**config.mk**
```make
export PLATFORM = sky130hd
export DESIGN_NAME = rtc_counter_core
export DESIGN_NICKNAME = d
export VERILOG_FILES = /design/src/verilog/rtc_counter_pkg.sv /design/src/verilog/rtc_counter_core.sv
export SDC_FILE = /design/constraint.sdc
export NUM_CORES = 1
export LEC_CHECK = 0
export BUFFER_PORTS_ARGS = -buffer_cell sky130_fd_sc_hd__clkbuf_2
export CAP_MARGIN = 20
export CORE_MARGIN = 2
export CORE_UTILIZATION = 40
export CTS_CLUSTER_DIAMETER = 60
export DETAILED_ROUTE_END_ITERATION = 8
export GPL_ROUTABILITY_DRIVEN = 0
export GPL_TIMING_DRIVEN = 0
export PLACE_DENSITY = 0.57
export SYNTH_ARGS = -nofsm -noshare
export SYNTH_HDL_FRONTEND = slang
export SYNTH_SLANG_ARGS = --single-unit
export TNS_END_PERCENT = 10
```
**constraint.sdc**
```tcl
create_clock -name clk_i -period 6.8 [get_ports clk_i]
set_input_delay 1.36 -clock clk_i [delete_from_list [all_inputs] [get_ports clk_i]]
set_output_delay 1.36 -clock clk_i [all_outputs]
set_load 0.005 [all_outputs]
```
**src/verilog/rtc_counter_pkg.sv**
```systemverilog
// Constants shared by the real-time counter core and its bench.
package rtc_counter_pkg;

  // Register indices; the byte address on the bus is four times the index.
  localparam int unsigned ADDR_W = 6;
  localparam logic [3:0] IDX_CTRL = 4'h0;
  localparam logic [3:0] IDX_BUSY = 4'h1;
  localparam logic [3:0] IDX_IRQ_EN = 4'h2;
  localparam logic [3:0] IDX_IRQ_FLAGS = 4'h3;
  localparam logic [3:0] IDX_LATCH = 4'h4;
  localparam logic [3:0] IDX_HALT = 4'h5;
  localparam logic [3:0] IDX_SRC = 4'h7;
  localparam logic [3:0] IDX_CNT_LO = 4'h8;
  localparam logic [3:0] IDX_CNT_HI = 4'h9;
  localparam logic [3:0] IDX_LIM_LO = 4'ha;
  localparam logic [3:0] IDX_LIM_HI = 4'hb;
  localparam logic [3:0] IDX_CMP_LO = 4'hc;
  localparam logic [3:0] IDX_CMP_HI = 4'hd;

  // Field positions in main_control and the other byte registers.
  localparam int unsigned CTRL_ON_BIT = 0;
  localparam int unsigned CTRL_DIV_LSB = 3;
  localparam int unsigned CTRL_DIV_MSB = 6;
  localparam int unsigned CTRL_STANDBY_BIT = 7;
  localparam int unsigned BUSY_CTRL = 0;
  localparam int unsigned BUSY_CNT = 1;
  localparam int unsigned BUSY_LIM = 2;
  localparam int unsigned BUSY_CMP = 3;
  localparam int unsigned IRQ_WRAP_BIT = 0;
  localparam int unsigned IRQ_MATCH_BIT = 1;
  localparam int unsigned HALT_RUN_BIT = 0;

  // Source choice codes; code 2'h2 is reserved and gives no ticks.
  localparam logic [1:0] SRC_FAST = 2'h0;
  localparam logic [1:0] SRC_SLOW = 2'h1;
  localparam logic [1:0] SRC_EXT = 2'h3;

  // Values after reset.
  localparam logic [7:0] BYTE_RST = 8'h00;
  localparam logic [15:0] CNT_RST = 16'h0000;
  localparam logic [15:0] LIM_RST = 16'hffff;
  localparam logic [15:0] CMP_RST = 16'h0000;

  // Sync latency in timekeeping cycles and the fast-to-slow source ratio.
  localparam logic [1:0] SYNC_TICKS = 2'h2;
  localparam int unsigned FAST_HZ = 32768;
  localparam int unsigned SLOW_HZ = 1024;
  localparam logic [4:0] SLOW_LAST = 5'(FAST_HZ / SLOW_HZ - 1);

  // AXI4-Lite responses.
  localparam logic [1:0] RESP_OKAY = 2'h0;
  localparam logic [1:0] RESP_SLVERR = 2'h2;

endpackage

```
**src/verilog/rtc_counter_core.sv**
```systemverilog
// Real-time counter core with prescaler, wrap and match flags, AXI4-Lite.
//
// Summary of operation
// Standby stops counter unless keep_in_standby set.
// tick_divider divides timekeeping clock by 2^code.
// Control writes act after two timekeeping cycles.
// Software waits control busy clear before writing.
// counter_on bit enables or disables counting.
// Busy bits show pending compare/limit/count/control sync.
// Enable bit 1 gates the match interrupt.
// Enable bit 0 gates the wrap interrupt.
// match_flag sets when count equals compare.
// Count to wrap_limit, wrap to zero, set wrap_flag.
// Writing one clears a flag; zero keeps.
// One shared byte latch serves all 16-bit registers.
// Debug halt stops counter unless run_on_halt set.
// source_choice picks fast, slow or external source.
// count_value is 16 bits, resets to zero.
// Count and limit writes act after two cycles.
// Software waits count busy clear before writing.
// wrap_limit is 16 bits, resets to all ones.
// Software waits limit busy clear before writing.
// Interrupt stays asserted while flag and enable set.
// Counting runs on timekeeping ticks, not bus clock.
// Low read latches high; low write commits both.
// Count increments per divided tick while enabled.
//
// Local design decision: the AXI4-Lite slave port.
`timescale 1ns/1ps

module rtc_counter_core
  import rtc_counter_pkg::*;
(
  input wire logic clk_i,
  input wire logic rst_i,
  input wire logic [ADDR_W-1:0] s_axi_awaddr,
  input wire logic s_axi_awvalid,
  output logic s_axi_awready,
  input wire logic [31:0] s_axi_wdata,
  input wire logic [3:0] s_axi_wstrb,
  input wire logic s_axi_wvalid,
  output logic s_axi_wready,
  output logic [1:0] s_axi_bresp,
  output logic s_axi_bvalid,
  input wire logic s_axi_bready,
  input wire logic [ADDR_W-1:0] s_axi_araddr,
  input wire logic s_axi_arvalid,
  output logic s_axi_arready,
  output logic [31:0] s_axi_rdata,
  output logic [1:0] s_axi_rresp,
  output logic s_axi_rvalid,
  input wire logic s_axi_rready,
  input wire logic low_power_osc_i,
  input wire logic ext_clk_i,
  input wire logic standby_i,
  input wire logic debug_halt_i,
  output logic irq_o
);

  // Source pipelines: bit 0 and 1 synchronise, bit 2 holds the last level.
  logic [2:0] osc_pipe_q, osc_pipe_d;
  logic [2:0] ext_pipe_q, ext_pipe_d;
  logic [4:0] slow_div_q, slow_div_d;
  logic [14:0] presc_q, presc_d;
  logic fast_edge, slow_tick, ext_edge, rtc_tick, run, cnt_tick;
  logic [14:0] div_mask;

  // Register state; the _act copies are what the timekeeping logic uses.
  logic [7:0] ctrl_q, ctrl_d, ctrl_act_q, ctrl_act_d;
  logic [15:0] cnt_q, cnt_d, cnt_new_q, cnt_new_d;
  logic [15:0] lim_q, lim_d, lim_act_q, lim_act_d;
  logic [15:0] cmp_q, cmp_d, cmp_act_q, cmp_act_d;
  logic [1:0] en_q, en_d, flags_q, flags_d, src_q, src_d;
  logic [7:0] latch_q, latch_d;
  logic halt_run_q, halt_run_d;
  logic [3:0] busy_q, busy_d, apply_w;
  logic [1:0] stage_q [4];
  logic [1:0] stage_d [4];

  // Bus state.
  logic bvalid_q, bvalid_d, rvalid_q, rvalid_d;
  logic [1:0] bresp_q, bresp_d, rresp_q, rresp_d;
  logic [31:0] rdata_q, rdata_d;
  logic wr, rd, wr_b0;
  logic [3:0] widx, ridx;
  logic [7:0] wbyte, rbyte;
  logic rmapped, wmapped;
  logic [1:0] flag_set;

  function automatic logic is_mapped(input logic [3:0] idx);
    is_mapped = (idx <= IDX_HALT) || (idx >= IDX_SRC && idx <= IDX_CMP_HI);
  endfunction

  // Both write channels are taken together, one response outstanding.
  assign wr = s_axi_awvalid && s_axi_wvalid && !bvalid_q;
  assign rd = s_axi_arvalid && !rvalid_q;
  assign s_axi_awready = wr;
  assign s_axi_wready = wr;
  assign s_axi_arready = rd;
  assign s_axi_bvalid = bvalid_q;
  assign s_axi_bresp = bresp_q;
  assign s_axi_rvalid = rvalid_q;
  assign s_axi_rresp = rresp_q;
  assign s_axi_rdata = rdata_q;
  assign widx = s_axi_awaddr[5:2];
  assign ridx = s_axi_araddr[5:2];
  assign wbyte = s_axi_wdata[7:0];
  assign wmapped = is_mapped(widx);
  assign rmapped = is_mapped(ridx);
  assign wr_b0 = wr && wmapped && s_axi_wstrb[0];

  // Timekeeping tick selection; only one clock, so ticks are enables.
  always_comb begin
    osc_pipe_d = {osc_pipe_q[1:0], low_power_osc_i};
    ext_pipe_d = {ext_pipe_q[1:0], ext_clk_i};
    fast_edge = osc_pipe_q[1] && !osc_pipe_q[2];
    ext_edge = ext_pipe_q[1] && !ext_pipe_q[2];
    slow_tick = fast_edge && (slow_div_q == SLOW_LAST);
    slow_div_d = slow_div_q;
    if (fast_edge) slow_div_d = slow_tick ? 5'h00 : slow_div_q + 5'h01;
    unique case (src_q)
      SRC_FAST: rtc_tick = fast_edge;
      SRC_SLOW: rtc_tick = slow_tick;
      SRC_EXT: rtc_tick = ext_edge;
      default: rtc_tick = 1'b0;
    endcase
  end

  // Prescaler: a divided tick when the low code bits of the count are ones.
  always_comb begin
    run = ctrl_act_q[CTRL_ON_BIT]
      && !(standby_i && !ctrl_act_q[CTRL_STANDBY_BIT])
      && !(debug_halt_i && !halt_run_q);
    div_mask = 15'((32'h1 << ctrl_act_q[CTRL_DIV_MSB:CTRL_DIV_LSB]) - 1);
    cnt_tick = rtc_tick && run && ((presc_q & div_mask) == div_mask);
    presc_d = presc_q;
    if (!ctrl_act_q[CTRL_ON_BIT]) begin
      presc_d = 15'h0000;
    end else if (rtc_tick && run) begin
      presc_d = presc_q + 15'h0001;
    end
  end

  always_ff @(posedge clk_i or posedge rst_i) begin
    if (rst_i) begin
      osc_pipe_q <= 3'h0;
      ext_pipe_q <= 3'h0;
      slow_div_q <= 5'h00;
      presc_q <= 15'h0000;
    end else begin
      osc_pipe_q <= osc_pipe_d;
      ext_pipe_q <= ext_pipe_d;
      slow_div_q <= slow_div_d;
      presc_q <= presc_d;
    end
  end

  // Sync stages: a written value reaches the counter on the second tick.
  always_comb begin
    for (int i = 0; i < 4; i++) begin
      apply_w[i] = busy_q[i] && rtc_tick && (stage_q[i] == SYNC_TICKS - 2'h1);
    end
  end

  // Register file, counter and flags, computed together.
  always_comb begin
    ctrl_d = ctrl_q;
    ctrl_act_d = ctrl_act_q;
    cnt_d = cnt_q;
    cnt_new_d = cnt_new_q;
    lim_d = lim_q;
    lim_act_d = lim_act_q;
    cmp_d = cmp_q;
    cmp_act_d = cmp_act_q;
    en_d = en_q;
    src_d = src_q;
    latch_d = latch_q;
    halt_run_d = halt_run_q;
    busy_d = busy_q;
    stage_d = stage_q;
    flag_set = 2'h0;
    bvalid_d = bvalid_q;
    bresp_d = bresp_q;
    rvalid_d = rvalid_q;
    rresp_d = rresp_q;
    rdata_d = rdata_q;
    rbyte = 8'h00;
    // Sync progress: each busy register counts ticks until it applies.
    for (int i = 0; i < 4; i++) begin
      if (busy_q[i] && rtc_tick) stage_d[i] = stage_q[i] + 2'h1;
      if (apply_w[i]) begin
        busy_d[i] = 1'b0;
        stage_d[i] = 2'h0;
      end
    end
    if (apply_w[BUSY_CTRL]) ctrl_act_d = ctrl_q;
    if (apply_w[BUSY_LIM]) lim_act_d = lim_q;
    if (apply_w[BUSY_CMP]) cmp_act_d = cmp_q;
    // Counting; a count load arriving on the same tick takes priority.
    if (apply_w[BUSY_CNT]) begin
      cnt_d = cnt_new_q;
    end else if (cnt_tick) begin
      if (cnt_q == lim_act_q) begin
        cnt_d = 16'h0000;
        flag_set[IRQ_WRAP_BIT] = 1'b1;
      end else begin
        cnt_d = cnt_q + 16'h0001;
      end
    end
    if ((apply_w[BUSY_CNT] || cnt_tick) && cnt_d == cmp_act_q) begin
      flag_set[IRQ_MATCH_BIT] = 1'b1;
    end
    // Bus writes; a rewrite while busy restarts that register's sync.
    if (wr_b0) begin
      unique case (widx)
        IDX_CTRL: begin
          ctrl_d = wbyte;
          busy_d[BUSY_CTRL] = 1'b1;
          stage_d[BUSY_CTRL] = 2'h0;
        end
        IDX_IRQ_EN: en_d = wbyte[1:0];
        IDX_LATCH: latch_d = wbyte;
        IDX_HALT: halt_run_d = wbyte[HALT_RUN_BIT];
        IDX_SRC: src_d = wbyte[1:0];
        IDX_CNT_HI, IDX_LIM_HI, IDX_CMP_HI: latch_d = wbyte;
        IDX_CNT_LO: begin
          cnt_new_d = {latch_q, wbyte};
          busy_d[BUSY_CNT] = 1'b1;
          stage_d[BUSY_CNT] = 2'h0;
        end
        IDX_LIM_LO: begin
          lim_d = {latch_q, wbyte};
          busy_d[BUSY_LIM] = 1'b1;
          stage_d[BUSY_LIM] = 2'h0;
        end
        IDX_CMP_LO: begin
          cmp_d = {latch_q, wbyte};
          busy_d[BUSY_CMP] = 1'b1;
          stage_d[BUSY_CMP] = 2'h0;
        end
        default: ;
      endcase
    end
    if (wr) begin
      bvalid_d = 1'b1;
      bresp_d = wmapped ? RESP_OKAY : RESP_SLVERR;
    end else if (bvalid_q && s_axi_bready) begin
      bvalid_d = 1'b0;
    end
    // Bus reads; a low-byte read parks the high byte in the latch.
    if (rd) begin
      unique case (ridx)
        IDX_CTRL: rbyte = ctrl_q;
        IDX_BUSY: rbyte = {4'h0, busy_q};
        IDX_IRQ_EN: rbyte = {6'h00, en_q};
        IDX_IRQ_FLAGS: rbyte = {6'h00, flags_q};
        IDX_LATCH: rbyte = latch_q;
        IDX_HALT: rbyte = {7'h00, halt_run_q};
        IDX_SRC: rbyte = {6'h00, src_q};
        IDX_CNT_LO: begin
          rbyte = cnt_q[7:0];
          latch_d = cnt_q[15:8];
        end
        IDX_LIM_LO: begin
          rbyte = lim_q[7:0];
          latch_d = lim_q[15:8];
        end
        IDX_CMP_LO: begin
          rbyte = cmp_q[7:0];
          latch_d = cmp_q[15:8];
        end
        IDX_CNT_HI, IDX_LIM_HI, IDX_CMP_HI: rbyte = latch_q;
        default: rbyte = 8'h00;
      endcase
      rvalid_d = 1'b1;
      rdata_d = {24'h000000, rbyte};
      rresp_d = rmapped ? RESP_OKAY : RESP_SLVERR;
    end else if (rvalid_q && s_axi_rready) begin
      rvalid_d = 1'b0;
    end
    // A set in the same cycle as a write-one clear wins.
    flags_d = flags_q;
    if (wr_b0 && widx == IDX_IRQ_FLAGS) begin
      flags_d = flags_q & ~wbyte[1:0];
    end
    flags_d = flags_d | flag_set;
  end

  always_ff @(posedge clk_i or posedge rst_i) begin
    if (rst_i) begin
      ctrl_q <= BYTE_RST;
      ctrl_act_q <= BYTE_RST;
      cnt_q <= CNT_RST;
      cnt_new_q <= CNT_RST;
      lim_q <= LIM_RST;
      lim_act_q <= LIM_RST;
      cmp_q <= CMP_RST;
      cmp_act_q <= CMP_RST;
      en_q <= 2'h0;
      flags_q <= 2'h0;
      src_q <= SRC_FAST;
      latch_q <= BYTE_RST;
      halt_run_q <= 1'b0;
      busy_q <= 4'h0;
      for (int i = 0; i < 4; i++) stage_q[i] <= 2'h0;
      bvalid_q <= 1'b0;
      bresp_q <= RESP_OKAY;
      rvalid_q <= 1'b0;
      rresp_q <= RESP_OKAY;
      rdata_q <= 32'h00000000;
    end else begin
      ctrl_q <= ctrl_d;
      ctrl_act_q <= ctrl_act_d;
      cnt_q <= cnt_d;
      cnt_new_q <= cnt_new_d;
      lim_q <= lim_d;
      lim_act_q <= lim_act_d;
      cmp_q <= cmp_d;
      cmp_act_q <= cmp_act_d;
      en_q <= en_d;
      flags_q <= flags_d;
      src_q <= src_d;
      latch_q <= latch_d;
      halt_run_q <= halt_run_d;
      busy_q <= busy_d;
      stage_q <= stage_d;
      bvalid_q <= bvalid_d;
      bresp_q <= bresp_d;
      rvalid_q <= rvalid_d;
      rresp_q <= rresp_d;
      rdata_q <= rdata_d;
    end
  end

  // The request is a level that falls as soon as the flag is cleared.
  assign irq_o = |(flags_q & en_q);
endmodule // rtc_counter_core

```
## Word-level counts from Yosys, hierarchy flattened

Index checks and enable logic that the tools add are counted.

| cells by class | value |
|---|---|
| add/sub/neg operators | 8 |
| $lt $le $gt $ge | 6 |
| equality and inequality tests | 34 |
| shift-type cells | 1 |
| multiplexer cells | 45 |
| bitwise logic cells | 5 |
| reduce and logical (&&, ||, !) cells | 54 |

Operators by type and width:

| operator | number |
|---|---|
| case mux 8 bit (10 select lines) | 1 |
| == test 4 bit (second input constant) | 12 |
| two-way mux 16 bit | 3 |
| == test 16 bit | 2 |
| two-way mux 8 bit | 4 |
| two-way mux 15 bit | 2 |
| two-way mux 2 bit | 15 |
| logical AND 1 bit | 28 |
| == test 4 x 3 -> 1 bit (second input constant) | 6 |
| case mux 8 bit (3 select lines) | 1 |
| adder 16 x 1 -> 16 bit (second input constant) | 1 |
| == test 4 x 2 -> 1 bit (second input constant) | 4 |
| two-way mux 1 bit | 16 |
| adder 15 x 1 -> 15 bit (second input constant) | 1 |
| bitwise AND 15 bit | 1 |
| == test 15 bit | 1 |
| << shifter 1 x 4 -> 15 bit (first input constant) | 1 |
| subtractor 15 x 1 -> 15 bit (second input constant) | 1 |
| AND reduction 2 bit | 7 |
| == test 2 x 1 -> 1 bit (second input constant) | 5 |
| adder 2 x 1 -> 2 bit (second input constant) | 4 |
| >= comparator 4 x 3 -> 1 bit (second input constant) | 2 |
| <= comparator 4 x 3 -> 1 bit (second input constant) | 2 |
| <= comparator 4 bit (second input constant) | 2 |
| other kinds (18) | 31 |

| storage, ports and cells | value |
|---|---|
| register bits after elaboration | 179 |
| bits of input ports | 59 |

## Depth between registers and ports, before layout

Gate-level depths: netlist (run 1).

| logic depth | value |
|---|---|
| word-level depth | 13 |
| depth in mapped cells | 17 |
| depth with buffers taken out | 13 |

## Least setup slack after synthesis (run 1)

No wires, ideal clock.

| path | value |
|---|---|
| path kind | input to register |
| start point | input debug_halt_i |
| end point | register flags_q[1] |
| setup time | 0.092 ns |
| arrival time | 3.433 ns |
| path slack | 3.275 ns |
| cell stages on the path | 11 |
| path through | inv_1 > o221ai_1 > nor4b_1 > and4_1 > buf_6 > nand2_4 > or3_4 > and4_4 > a2111oi_4 > nand4b_1 > o31ai_2 |

| on the way | value |
|---|---|
| longest elaborated chain between the ends | 11 |
| elaborated cells on any way between the ends | 12 |
| classes of those cells | eq/ne: 1; mux: 3; bitwise: 1; reduce/logical: 7 |

Ends and longest elaborated chain:

| what | line | text |
|---|---|---|
| start: declaration | rtc_counter_core.sv:56 | `input wire logic debug_halt_i,` |
| logical AND 1 bit (*) | rtc_counter_core.sv:133 | `&& !(debug_halt_i && !halt_run_q);` |
| zero test 1 bit (*) | rtc_counter_core.sv:133 |  |
| logical AND 1 bit (*) | rtc_counter_core.sv:133 |  |
| logical AND 1 bit (*) (2 in series) | rtc_counter_core.sv:135 | `cnt_tick = rtc_tick && run && ((presc_q & div_mask) == div_mask);` |
| two-way mux 16 bit | rtc_counter_core.sv:202 | `end else if (cnt_tick) begin` |
| two-way mux 16 bit | rtc_counter_core.sv:200 | `if (apply_w[BUSY_CNT]) begin` |
| == test 16 bit | rtc_counter_core.sv:210 | `if ((apply_w[BUSY_CNT] \|\| cnt_tick) && cnt_d == cmp_act_q) begin` |
| logical AND 1 bit (*) | rtc_counter_core.sv:210 |  |
| two-way mux 1 bit (*) | rtc_counter_core.sv:210 |  |
| bitwise OR 2 bit (*) | rtc_counter_core.sv:286 | `flags_d = flags_d \| flag_set;` |
| net flags_d[1] | rtc_counter_core.sv:73 | `logic [1:0] en_q, en_d, flags_q, flags_d, src_q, src_d;` |
| end signal: assignment | rtc_counter_core.sv:321 | `flags_q <= flags_d;` |
| end: declaration | rtc_counter_core.sv:73 |  |

Mark *: on every way through the listed nets, which the timed path passes. The rest lies on a longest branch.
A chain may end at the register's enable or synchronous reset.

## Worst setup path after layout (run 1)

| path | value |
|---|---|
| start point | register ctrl_act_q[5] |
| end point | register flags_q[1] |

| on the way | value |
|---|---|
| longest elaborated chain between the ends | 11 |
| elaborated cells on any way between the ends | 12 |
| classes of those cells | add/sub: 1; eq/ne: 2; shift: 1; mux: 3; bitwise: 2; reduce/logical: 3 |

Ends and longest elaborated chain:

| what | line | text |
|---|---|---|
| start: declaration | rtc_counter_core.sv:69 | `logic [7:0] ctrl_q, ctrl_d, ctrl_act_q, ctrl_act_d;` |
| start signal: assignment | rtc_counter_core.sv:313 | `ctrl_act_q <= ctrl_act_d;` |
| << shifter 1 x 4 -> 15 bit (*) | rtc_counter_core.sv:134 | `div_mask = 15'((32'h1 << ctrl_act_q[CTRL_DIV_MSB:CTRL_DIV_LSB]) - 1);` |
| subtractor 15 x 1 -> 15 bit (*) | rtc_counter_core.sv:134 |  |
| bitwise AND 15 bit | rtc_counter_core.sv:135 |  |
| == test 15 bit (*) | rtc_counter_core.sv:135 |  |
| logical AND 1 bit (*) | rtc_counter_core.sv:135 |  |
| two-way mux 16 bit (*) | rtc_counter_core.sv:202 |  |
| two-way mux 16 bit (*) | rtc_counter_core.sv:200 |  |
| net cnt_d[14] | rtc_counter_core.sv:70 | `logic [15:0] cnt_q, cnt_d, cnt_new_q, cnt_new_d;` |
| == test 16 bit (*) | rtc_counter_core.sv:210 |  |
| logical AND 1 bit (*) | rtc_counter_core.sv:210 |  |
| two-way mux 1 bit (*) | rtc_counter_core.sv:210 |  |
| bitwise OR 2 bit (*) | rtc_counter_core.sv:286 |  |
| net flags_d[1] | rtc_counter_core.sv:73 |  |

Marks and branches as above.

==> results.txt, run 1 <==
DP Worst Slack -> 2.46 ns
layout net count -> 1148
antenna-violating nets left -> 0
DRC Markers -> 0
leak pwr -> 4.80 nW
Comb pwr share -> 0.265
Clk pin slew, worst setup/hold paths -> 0.07 ns
most numerous cell in the Yosys netlist -> nand2_1
delay-heaviest family, CP -> simple AND/OR/NAND/NOR gates
routed wire length per instance -> 19.6 um
layout cell share with drive strength beyond 1 -> 0.204
Seq pwr share -> 0.445
final hold vios -> 0
Total GRT Usage -> 0.231
H-tree levels -> 4
pwr dens -> 317 nW/um^2
Clock Sinks -> 175
Period minus WS final -> 4.36 ns
Pint -> 2.21 mW
largest net degree at the start of global routing -> 108
CP startpoint kind -> register
Syn. warnings -> 0
vias in the first global route -> 7369
initial antenna violation count -> 0
critical-path cell list -> buf_2, nor3_1, nand2b_1, ha_1, clkbuf_1, inv_1, o32ai_1, nor4b_1, nand4_1, buf_2, o31a_1, a21oi_1, xnor2_1, nand4_1, a2111o_1, o31ai_2
CTS root buf -> clkbuf_16
Max stage delay on crit path -> 0.46 ns
relative slew slack -> 0.310
TNS Setup -> 0 ns
RSZ-0062 raised after global routing -> no
top cells by instance count after synthesis -> nand2_1, dfrtp_1, mux2_2, nor2_1, o21ai_0
Worst VDD drop -> 0.157 mV
synthesized cell area -> 9450 sq um
HPWL Detailed -> 20.4 mm
Rows -> 56
synthesis-stage register bit count -> 175
Die Ht -> 158 um
setup bufs post-CTS -> 0
Post-Syn Area per Cell -> 9.49 sq um
Via density -> 5.44
Slew @ Worst Pin -> 1.03 ns
CTS Buf Count -> 17
Crit path required time -> 7.15 ns
prevailing post-synth register cell -> dfrtp_1
FILL cells -> 2267
total wire length -> 27.7 mm
Sw Share -> 0.351
Pins Over Slew Limit -> 0
CTS tree -> done
Ports -> 101
worst setup path class -> reg -> reg
number of DRC markers in iteration 0 -> 524
clock latency on the worst-skew pair -> 0.44 ns
# setup viols final -> 0
Worst path slowest cell -> nor3_1
CP bufs+invs -> 4
Seq/Total Area, Yosys -> 0.468
total number of vias -> 7685
Layout area overhead -> 13.9%
cts repair resizes -> 0
Initial Util -> 0.405
1st-pass router iterations -> 5
top cell type by total area after synthesis -> dfrtp_1
CTS Buffer Depth -> 2
Die W -> 158 um
antenna cells -> 0
clock power share -> 0.291
Core Box Area -> 23300 sq um
global-route wire length before repair -> 42.8 mm
arrival time at the worst endpoint -> 4.70 ns
Fmax achieved -> 0.229 GHz
Final WS setup -> 2.44 ns
IO Port Bufs -> 39
hold buffers post-CTS -> 0
Gate Count Post-Synth -> 995
EDFF count, synth -> 0
Cell Area, Placed -> 10200 sq um
CP endpoint kind -> register
synth unique cells -> 77
die area -> 24900 sq um
worst hold slack -> 0.354 ns
Final Cell Area -> 10800 sq um
area fraction of the dominant cell type after synthesis -> 0.379
max-cap violations -> 0
Final Cycle Share -> 0.641
main area contributors after synthesis -> dfrtp_1, dfstp_2, nand2_1
result of the run -> completed
switching power -> 1.20 mW
clk_skew -> 0.0149 ns
Max FO, Critical Path -> 10
ys async rst share -> 1.00
min-delay worst type -> reg -> reg
Overflow after GRT -> 0
placed cells by master, fill, tap and decap left out, drive strengths merged, types with 4 or more instances in the layout:
| master | n |
|---|---|
| inv | 30 |
| o31ai | 9 |
| nand2b | 6 |
| mux2 | 63 |
| mux2i | 20 |
| dfrtp | 143 |
| o21ai | 48 |
| conb | 26 |
| o311ai | 4 |
| nand2 | 211 |
| or3 | 8 |
| clkbuf | 102 |
| and3 | 8 |
| nand4 | 19 |
| nor2 | 50 |
| o21a | 4 |
| a21boi | 5 |
| or4 | 5 |
| a221oi | 14 |
| nor3 | 24 |
| xnor2 | 41 |
| a31oi | 10 |
| a21o | 5 |
| buf | 42 |
| nand3 | 23 |
| or2 | 5 |
| a21oi | 41 |
| and4 | 7 |
| clkinv | 4 |
| nor4 | 5 |
| nor4b | 4 |
| ha | 9 |
| xor2 | 4 |
| and2 | 9 |
| dfstp | 32 |
| nor2b | 7 |
| nor3b | 5 |
through the flow:
stage	utilization	power [mW]	std cells
floorplan	-	2.10	1020
global placement	0.434	2.40	1378
detailed placement	0.436	2.42	1380
CTS	0.461	3.41	1412
global route	0.461	3.59	1412
finish	0.461	3.41	1412
flip-flops by register name (all words and copies together) (netlist names), 3 cells and up:
signal       flops
stage_q          8
s_axi_rdata      8
cnt_new_q       16
osc_pipe_q       3
lim_q           16
busy_q           4
cmp_q           16
lim_act_q       16
cmp_act_q       16
cnt_q           16
ctrl_q           8
latch_q          8
ctrl_act_q       6
presc_q         15
ext_pipe_q       3
slow_div_q       5
worst reg2reg max path, delay by kind of cell (launching register included):
kind / cells / cell delay [ns]
flops: 1 / 0.38
fa+ha+maj: 1 / 0.21
buf+inv: 4 / 0.81
xor+xnor: 1 / 0.15
compound gates: 5 / 1.28
simple gates: 5 / 1.47
cell type report:
type | count | area (sq um) | area share
clock inverters | 12 | 123 | 0.0114
plain buffers | 83 | 442 | 0.0411
repair buffers | 41 | 228 | 0.0212
inverters | 23 | 93.8 | 0.00873
flip-flops and latches | 175 | 4420 | 0.411
well taps | 319 | 399 | 0.0371
multi-input cells | 739 | 4590 | 0.427
clock buffers | 20 | 458 | 0.0426
kinds of logic after synthesis:
| family | Yosys count | share of synthesized area |
|---|---|---|
| AND/OR/NAND/NOR | 403 | 0.201 |
| flip-flops | 175 | 0.468 |
| AO/OA/AOI/OAI | 172 | 0.122 |
| buffers and inverters | 106 | 0.0559 |
| multiplexers | 84 | 0.0987 |
| XOR/XNOR | 45 | 0.0417 |
| adder cells (fa/ha/maj) | 9 | 0.0119 |
| other | 1 | 0.000397 |
worst paths after layout:
path                                from  slack (ns)  cells past startpoint            end
max reg2reg                ctrl_act_q[5]        2.44                     16     flags_q[1]
min in group asynchronous          rst_i        0.97                      2     presc_q[4]
min reg2reg                osc_pipe_q[0]        0.35                      0  osc_pipe_q[1]
max in group asynchronous          rst_i        4.93                      3  lim_act_q[15]
max                        ctrl_act_q[5]        2.44                     16     flags_q[1]
min                        osc_pipe_q[0]        0.35                      0  osc_pipe_q[1]
power groups by stage:
stage | Sequential, mW | Combinational (mW) | Clock, mW
floorplan | 1.42 | 0.678 | 0
global placement | 1.52 | 0.874 | 0
detailed placement | 1.52 | 0.894 | 0
CTS | 1.51 | 0.897 | 1.00
finish | 1.51 | 0.902 | 0.989
global route | 1.54 | 1.00 | 1.05
layer usage:
metal / vias up / global-route usage / part of all wire
li1: 3625 / - / -
met1: 3810 / 0.318 / 0.45
met2: 225 / 0.369 / 0.47
met3: 25 / 0.0501 / 0.066
met4: 0 / 0.0606 / 0.015
met5: - / 0 / 0
Power figures use the tool's default switching activity.
==> inputs of run 2 (changes only) <==
- clock period: 6.8 -> 4.3 ns (I/O delays scaled with it)
==> run 2 against run 1 <==
Net effect: non-clock buffer count rose by 6; register-to-register slack got worse by 2.2 ns; first-iteration DRC count increased by 28%; power up 58%; flip-flop and latch count unchanged; clock skew fell by 0.0020 ns; sequential share of layout area shrank 0.29 points; utilization is 0.33 points higher; clock-buffer cell count rose by 1; sequential power up 58%; combinational power rose by 61%; largest cell class unchanged.
==> results.txt, run 2 (synthesis results as in run 1) <==
Pins Over Slew Limit -> 0
total number of vias -> 7667
global-route wire length before repair -> 43.6 mm
number of DRC markers in iteration 0 -> 671
min-delay worst type -> reg -> reg
Layout area overhead -> 14.7%
DRC Markers -> 0
cell depth of the worst setup path -> 11
HPWL Detailed -> 20.6 mm
Max FO, Critical Path -> 10
Reg2Reg Setup Slack -> 0.20 ns
Hold EP -> osc_pipe_q[1]
most common cell after layout, fill and taps aside -> nand2_1
Ports -> 101
CTS tree -> done
Worst path slowest cell -> nor4_1
clk_skew -> 0.0128 ns
clock latency on the worst-skew pair -> 0.43 ns
Via density -> 5.41
max-cap violations -> 0
commonest cells after routing, fill and taps aside -> nand2_1, dfrtp_1, mux2_2, nor2_1, o21ai_0
Worst VDD drop -> 0.242 mV
TNS Setup -> 0 ns
Max stage delay on crit path -> 0.77 ns
FF-to-FF End -> flags_q[1]
CTS Buffer Depth -> 2
die area -> 24900 sq um
antenna cells -> 0
antenna-violating nets left -> 0
CTS Buf Count -> 17
CP bufs+invs -> 3
delay-heaviest family, CP -> buffers and inverters
IO Port Bufs -> 39
RSZ-0062 raised after global routing -> no
1st-pass router iterations -> 6
Core Box Area -> 23300 sq um
Hold Path Stages -> 0
pwr dens -> 495 nW/um^2
Die W -> 158 um
Final Cycle Share -> 0.954
Hold Crit Start -> osc_pipe_q[0]
routed wire length per instance -> 19.7 um
worst setup path class -> reg -> reg
Fmax achieved -> 0.244 GHz
initial antenna violation count -> 0
largest net degree at the start of global routing -> 42
Overflow after GRT -> 0
total wire length -> 28.0 mm
relative slew slack -> 0.338
Period minus WS final -> 4.10 ns
Pwr Total -> 5.36 mW
vias in the first global route -> 7418
# setup viols final -> 0
placed cells -> 1383
worst hold slack -> 0.350 ns
final std cells w/o fill -> 1418
post-layout util -> 0.464
critical-path cell list -> clkbuf_1, xnor2_1, nand4_1, nor4_1, clkbuf_1, buf_2, nor2_1, a22oi_1, o2111ai_1, a2111o_1, o31ai_2
Worst R2R Start -> cnt_q[10]
Clock Sinks -> 175
final hold vios -> 0
hold buffers post-CTS -> 0
Rows -> 56
most used cell, CP -> clkbuf_1
arrival time at the worst endpoint -> 4.43 ns
Die Ht -> 158 um
Clk pin slew, worst setup/hold paths -> 0.07 ns
Worst R2R Path Depth -> 11
CTS root buf -> clkbuf_16
result of the run -> completed
layout cell share with drive strength beyond 1 -> 0.211
leak pwr -> 4.83 nW
layout net count -> 1154
Total GRT Usage -> 0.233
Initial Util -> 0.405
H-tree levels -> 4
CP endpoint kind -> register
CP startpoint kind -> register
Crit path required time -> 4.63 ns
Slew @ Worst Pin -> 0.985 ns
## run 2: per-layer routing
layer | share of wire | vias to the layer above | wire (um) | GRT usage
met5 | 0 | - | 0 | 0
met4 | 0.022 | 0 | 605 | 0.0623
met3 | 0.059 | 33 | 1660 | 0.0394
met2 | 0.47 | 258 | 13100 | 0.370
met1 | 0.45 | 3746 | 12700 | 0.330
li1 | - | 3630 | - | -
## run 2: final cells by class
class	instances	area (sq um)
fill	2284	12500
tap	319	399
buffer	83	443
inverter	23	90.1
sequential	175	4420
clock inverter	11	96.3
clock buffer	21	472
multi-input combinational	739	4610
timing repair buffer	47	303
## run 2: per-stage QoR
step,setup WS [ns],cell area [sq um]
CTS,0.0951,10800
global placement,-0.0566,10100
floorplan,0.867,9540
finish,0.196,10800
detailed placement,-0.0134,10200
global route,0.0143,10800
## run 2: worst max path at each step
stage / from / to / slack (ns)
floorplan: ctrl_act_q[5] / flags_q[1] / 0.87
global placement: rst_i / stage_q[3] / -0.06
detailed placement: ctrl_act_q[5] / flags_q[1] / -0.01
CTS: ctrl_act_q[5] / flags_q[1] / 0.1
global route: cnt_q[10] / flags_q[1] / 0.01
finish: cnt_q[10] / flags_q[1] / 0.20
## run 2: worst reg2reg max path: stages, from the launching register on
cell	delay [ns]
dfrtp_1	0.32
clkbuf_1	0.44
xnor2_1	0.24
nand4_1	0.17
nor4_1	0.77
clkbuf_1	0.44
buf_2	0.34
nor2_1	0.09
a22oi_1	0.21
o2111ai_1	0.20
a2111o_1	0.52
o31ai_2	0.27
## run 2: power breakdown
group | switching [mW] | internal, mW | leakage (nW)
clock | 0.720 | 0.810 | 0.285
sequential | 0.374 | 2.01 | 2.20
combinational | 0.806 | 0.643 | 2.35
## run 2: repair_timing
action | 4_1_cts | 5_1_grt
pin swaps | 0 | 2
buffers inserted | 0 | 3
gates resized for setup | 2 | 3
endpoints found under the setup margin | 1 | 1
==> inputs of run 3 (changes only) <==
- PLACE_DENSITY: 0.57 -> not set
- PLACE_DENSITY_LB_ADDON: not set -> 0.2
==> run 3 against run 2 <==
Net effect: fmax is 0.27% lower; utilization is 0.086 points higher; largest cell class unchanged; routed wire length is 1.1% higher.
==> results.txt, run 3 (synthesis results as in run 1) <==
result of the run -> completed
Via density -> 5.52
Die Ht -> 158 um
DRC Markers -> 0
clk_skew -> 0.0134 ns
worst setup path class -> reg -> reg
Multi-input gate area -> 4610 sq um
Hold Path Stages -> 0
Clk pin slew, worst setup/hold paths -> 0.07 ns
layout net count -> 1153
1st-pass router iterations -> 5
die area -> 24900 sq um
CTS Buffer Depth -> 2
TNS Setup -> 0 ns
final hold vios -> 0
most common cell after layout, fill and taps aside -> nand2_1
clock latency on the worst-skew pair -> 0.44 ns
initial antenna violation count -> 0
largest net degree at the start of global routing -> 42
FILL cells -> 2286
pwr dens -> 499 nW/um^2
Worst VDD drop -> 0.252 mV
Layout area overhead -> 14.9%
Final Cycle Share -> 0.957
IO Port Bufs -> 39
vias in the first global route -> 7554
Fmax achieved -> 0.243 GHz
CP startpoint kind -> register
FF+latch area -> 4420 sq um
RSZ-0062 raised after global routing -> no
HPWL Detailed -> 20.6 mm
worst hold slack -> 0.351 ns
Period minus WS final -> 4.12 ns
Initial Util -> 0.405
CTS Buf Count -> 17
commonest cells after routing, fill and taps aside -> nand2_1, dfrtp_1, mux2_2, nor2_1, o21ai_0
max-cap violations -> 0
routed wire length per instance -> 20.0 um
CTS root buf -> clkbuf_16
min-delay worst type -> reg -> reg
Clock Sinks -> 175
Ports -> 101
total wire length -> 28.3 mm
Die W -> 158 um
total number of vias -> 7828
placed cells -> 1383
CP endpoint kind -> register
global-route wire length before repair -> 43.8 mm
Slew @ Worst Pin -> 0.931 ns
Pwr Total -> 5.42 mW
Pins Over Slew Limit -> 0
Total GRT Usage -> 0.233
relative slew slack -> 0.377
CTS tree -> done
Overflow after GRT -> 0
layout cell share with drive strength beyond 1 -> 0.211
H-tree levels -> 4
arrival time at the worst endpoint -> 4.45 ns
Core Box Area -> 23300 sq um
Final WS setup -> 0.185 ns
Rows -> 56
antenna cells -> 0
Max FO, Critical Path -> 10
final std cells w/o fill -> 1417
number of DRC markers in iteration 0 -> 680
DP Worst Slack -> 0.0151 ns
Crit path required time -> 4.63 ns
Worst R2R Path Depth -> 16
antenna-violating nets left -> 0
leak pwr -> 4.84 nW
# setup viols final -> 0
-- run 3: area by class of cell --
type	count	area share
multi-input combinational	739	0.425
sequential	175	0.407
clock buffer	23	0.0470
buffer	83	0.0409
tap	319	0.0368
timing repair buffer	46	0.0272
inverter	23	0.00830
clock inverter	9	0.00772
-- run 3: metrics by stage --
stage,util,area [sq um]
finish,0.465,10900
global route,0.465,10900
CTS,0.464,10800
detailed placement,0.438,10200
global placement,0.435,10100
floorplan,-,9540
-- run 3: repair_timing --
item | in CTS | in global routing
gates resized for setup | 2 | 5
pin swaps | 0 | 2
hold buffers | 0 | 0
hold endpoints to repair | 0 | 0
setup buffers | 0 | 2
gates cloned | 0 | 0
setup endpoints to repair | 1 | 1
-- run 3: path summary, 6_finish.rpt --
check,from,end,slack (ns)
setup reg to reg,ctrl_act_q[5],flags_q[1],0.18
hold / removal,osc_pipe_q[0],osc_pipe_q[1],0.35
min in group asynchronous,rst_i,presc_q[7],0.56
hold reg to reg,osc_pipe_q[0],osc_pipe_q[1],0.35
max in group asynchronous,rst_i,lim_q[14],2.75
setup / recovery,ctrl_act_q[5],flags_q[1],0.18
-- run 3: report_power, final --
group	internal, mW	total (mW)	switching, mW
sequential	2.01	2.39	0.377
combinational	0.643	1.46	0.817
clock	0.861	1.57	0.710
-- run 3: critical path, cell delays in order (launching register included) --
cell and delay, ns:
dfrtp_1 0.40, buf_2 0.20, nor3_4 0.25, nand2b_1 0.10, ha_1 0.21, clkbuf_1 0.17, nor4b_1 0.29, a31oi_1 0.09
a211oi_2 0.48, inv_2 0.18, nand2_4 0.10, buf_2 0.23, nor2_1 0.10, a22oi_1 0.24, o2111ai_1 0.19, a2111o_1 0.51
o31ai_2 0.26
-- run 3: routing by layer --
layer  vias up  wire length [um]  global-route usage
li1       3631                 -                   -
met1      3893             12900               0.322
met2       258             13300               0.380
met3        46              1470              0.0391
met4         0               632              0.0623
met5         -                 0                   0
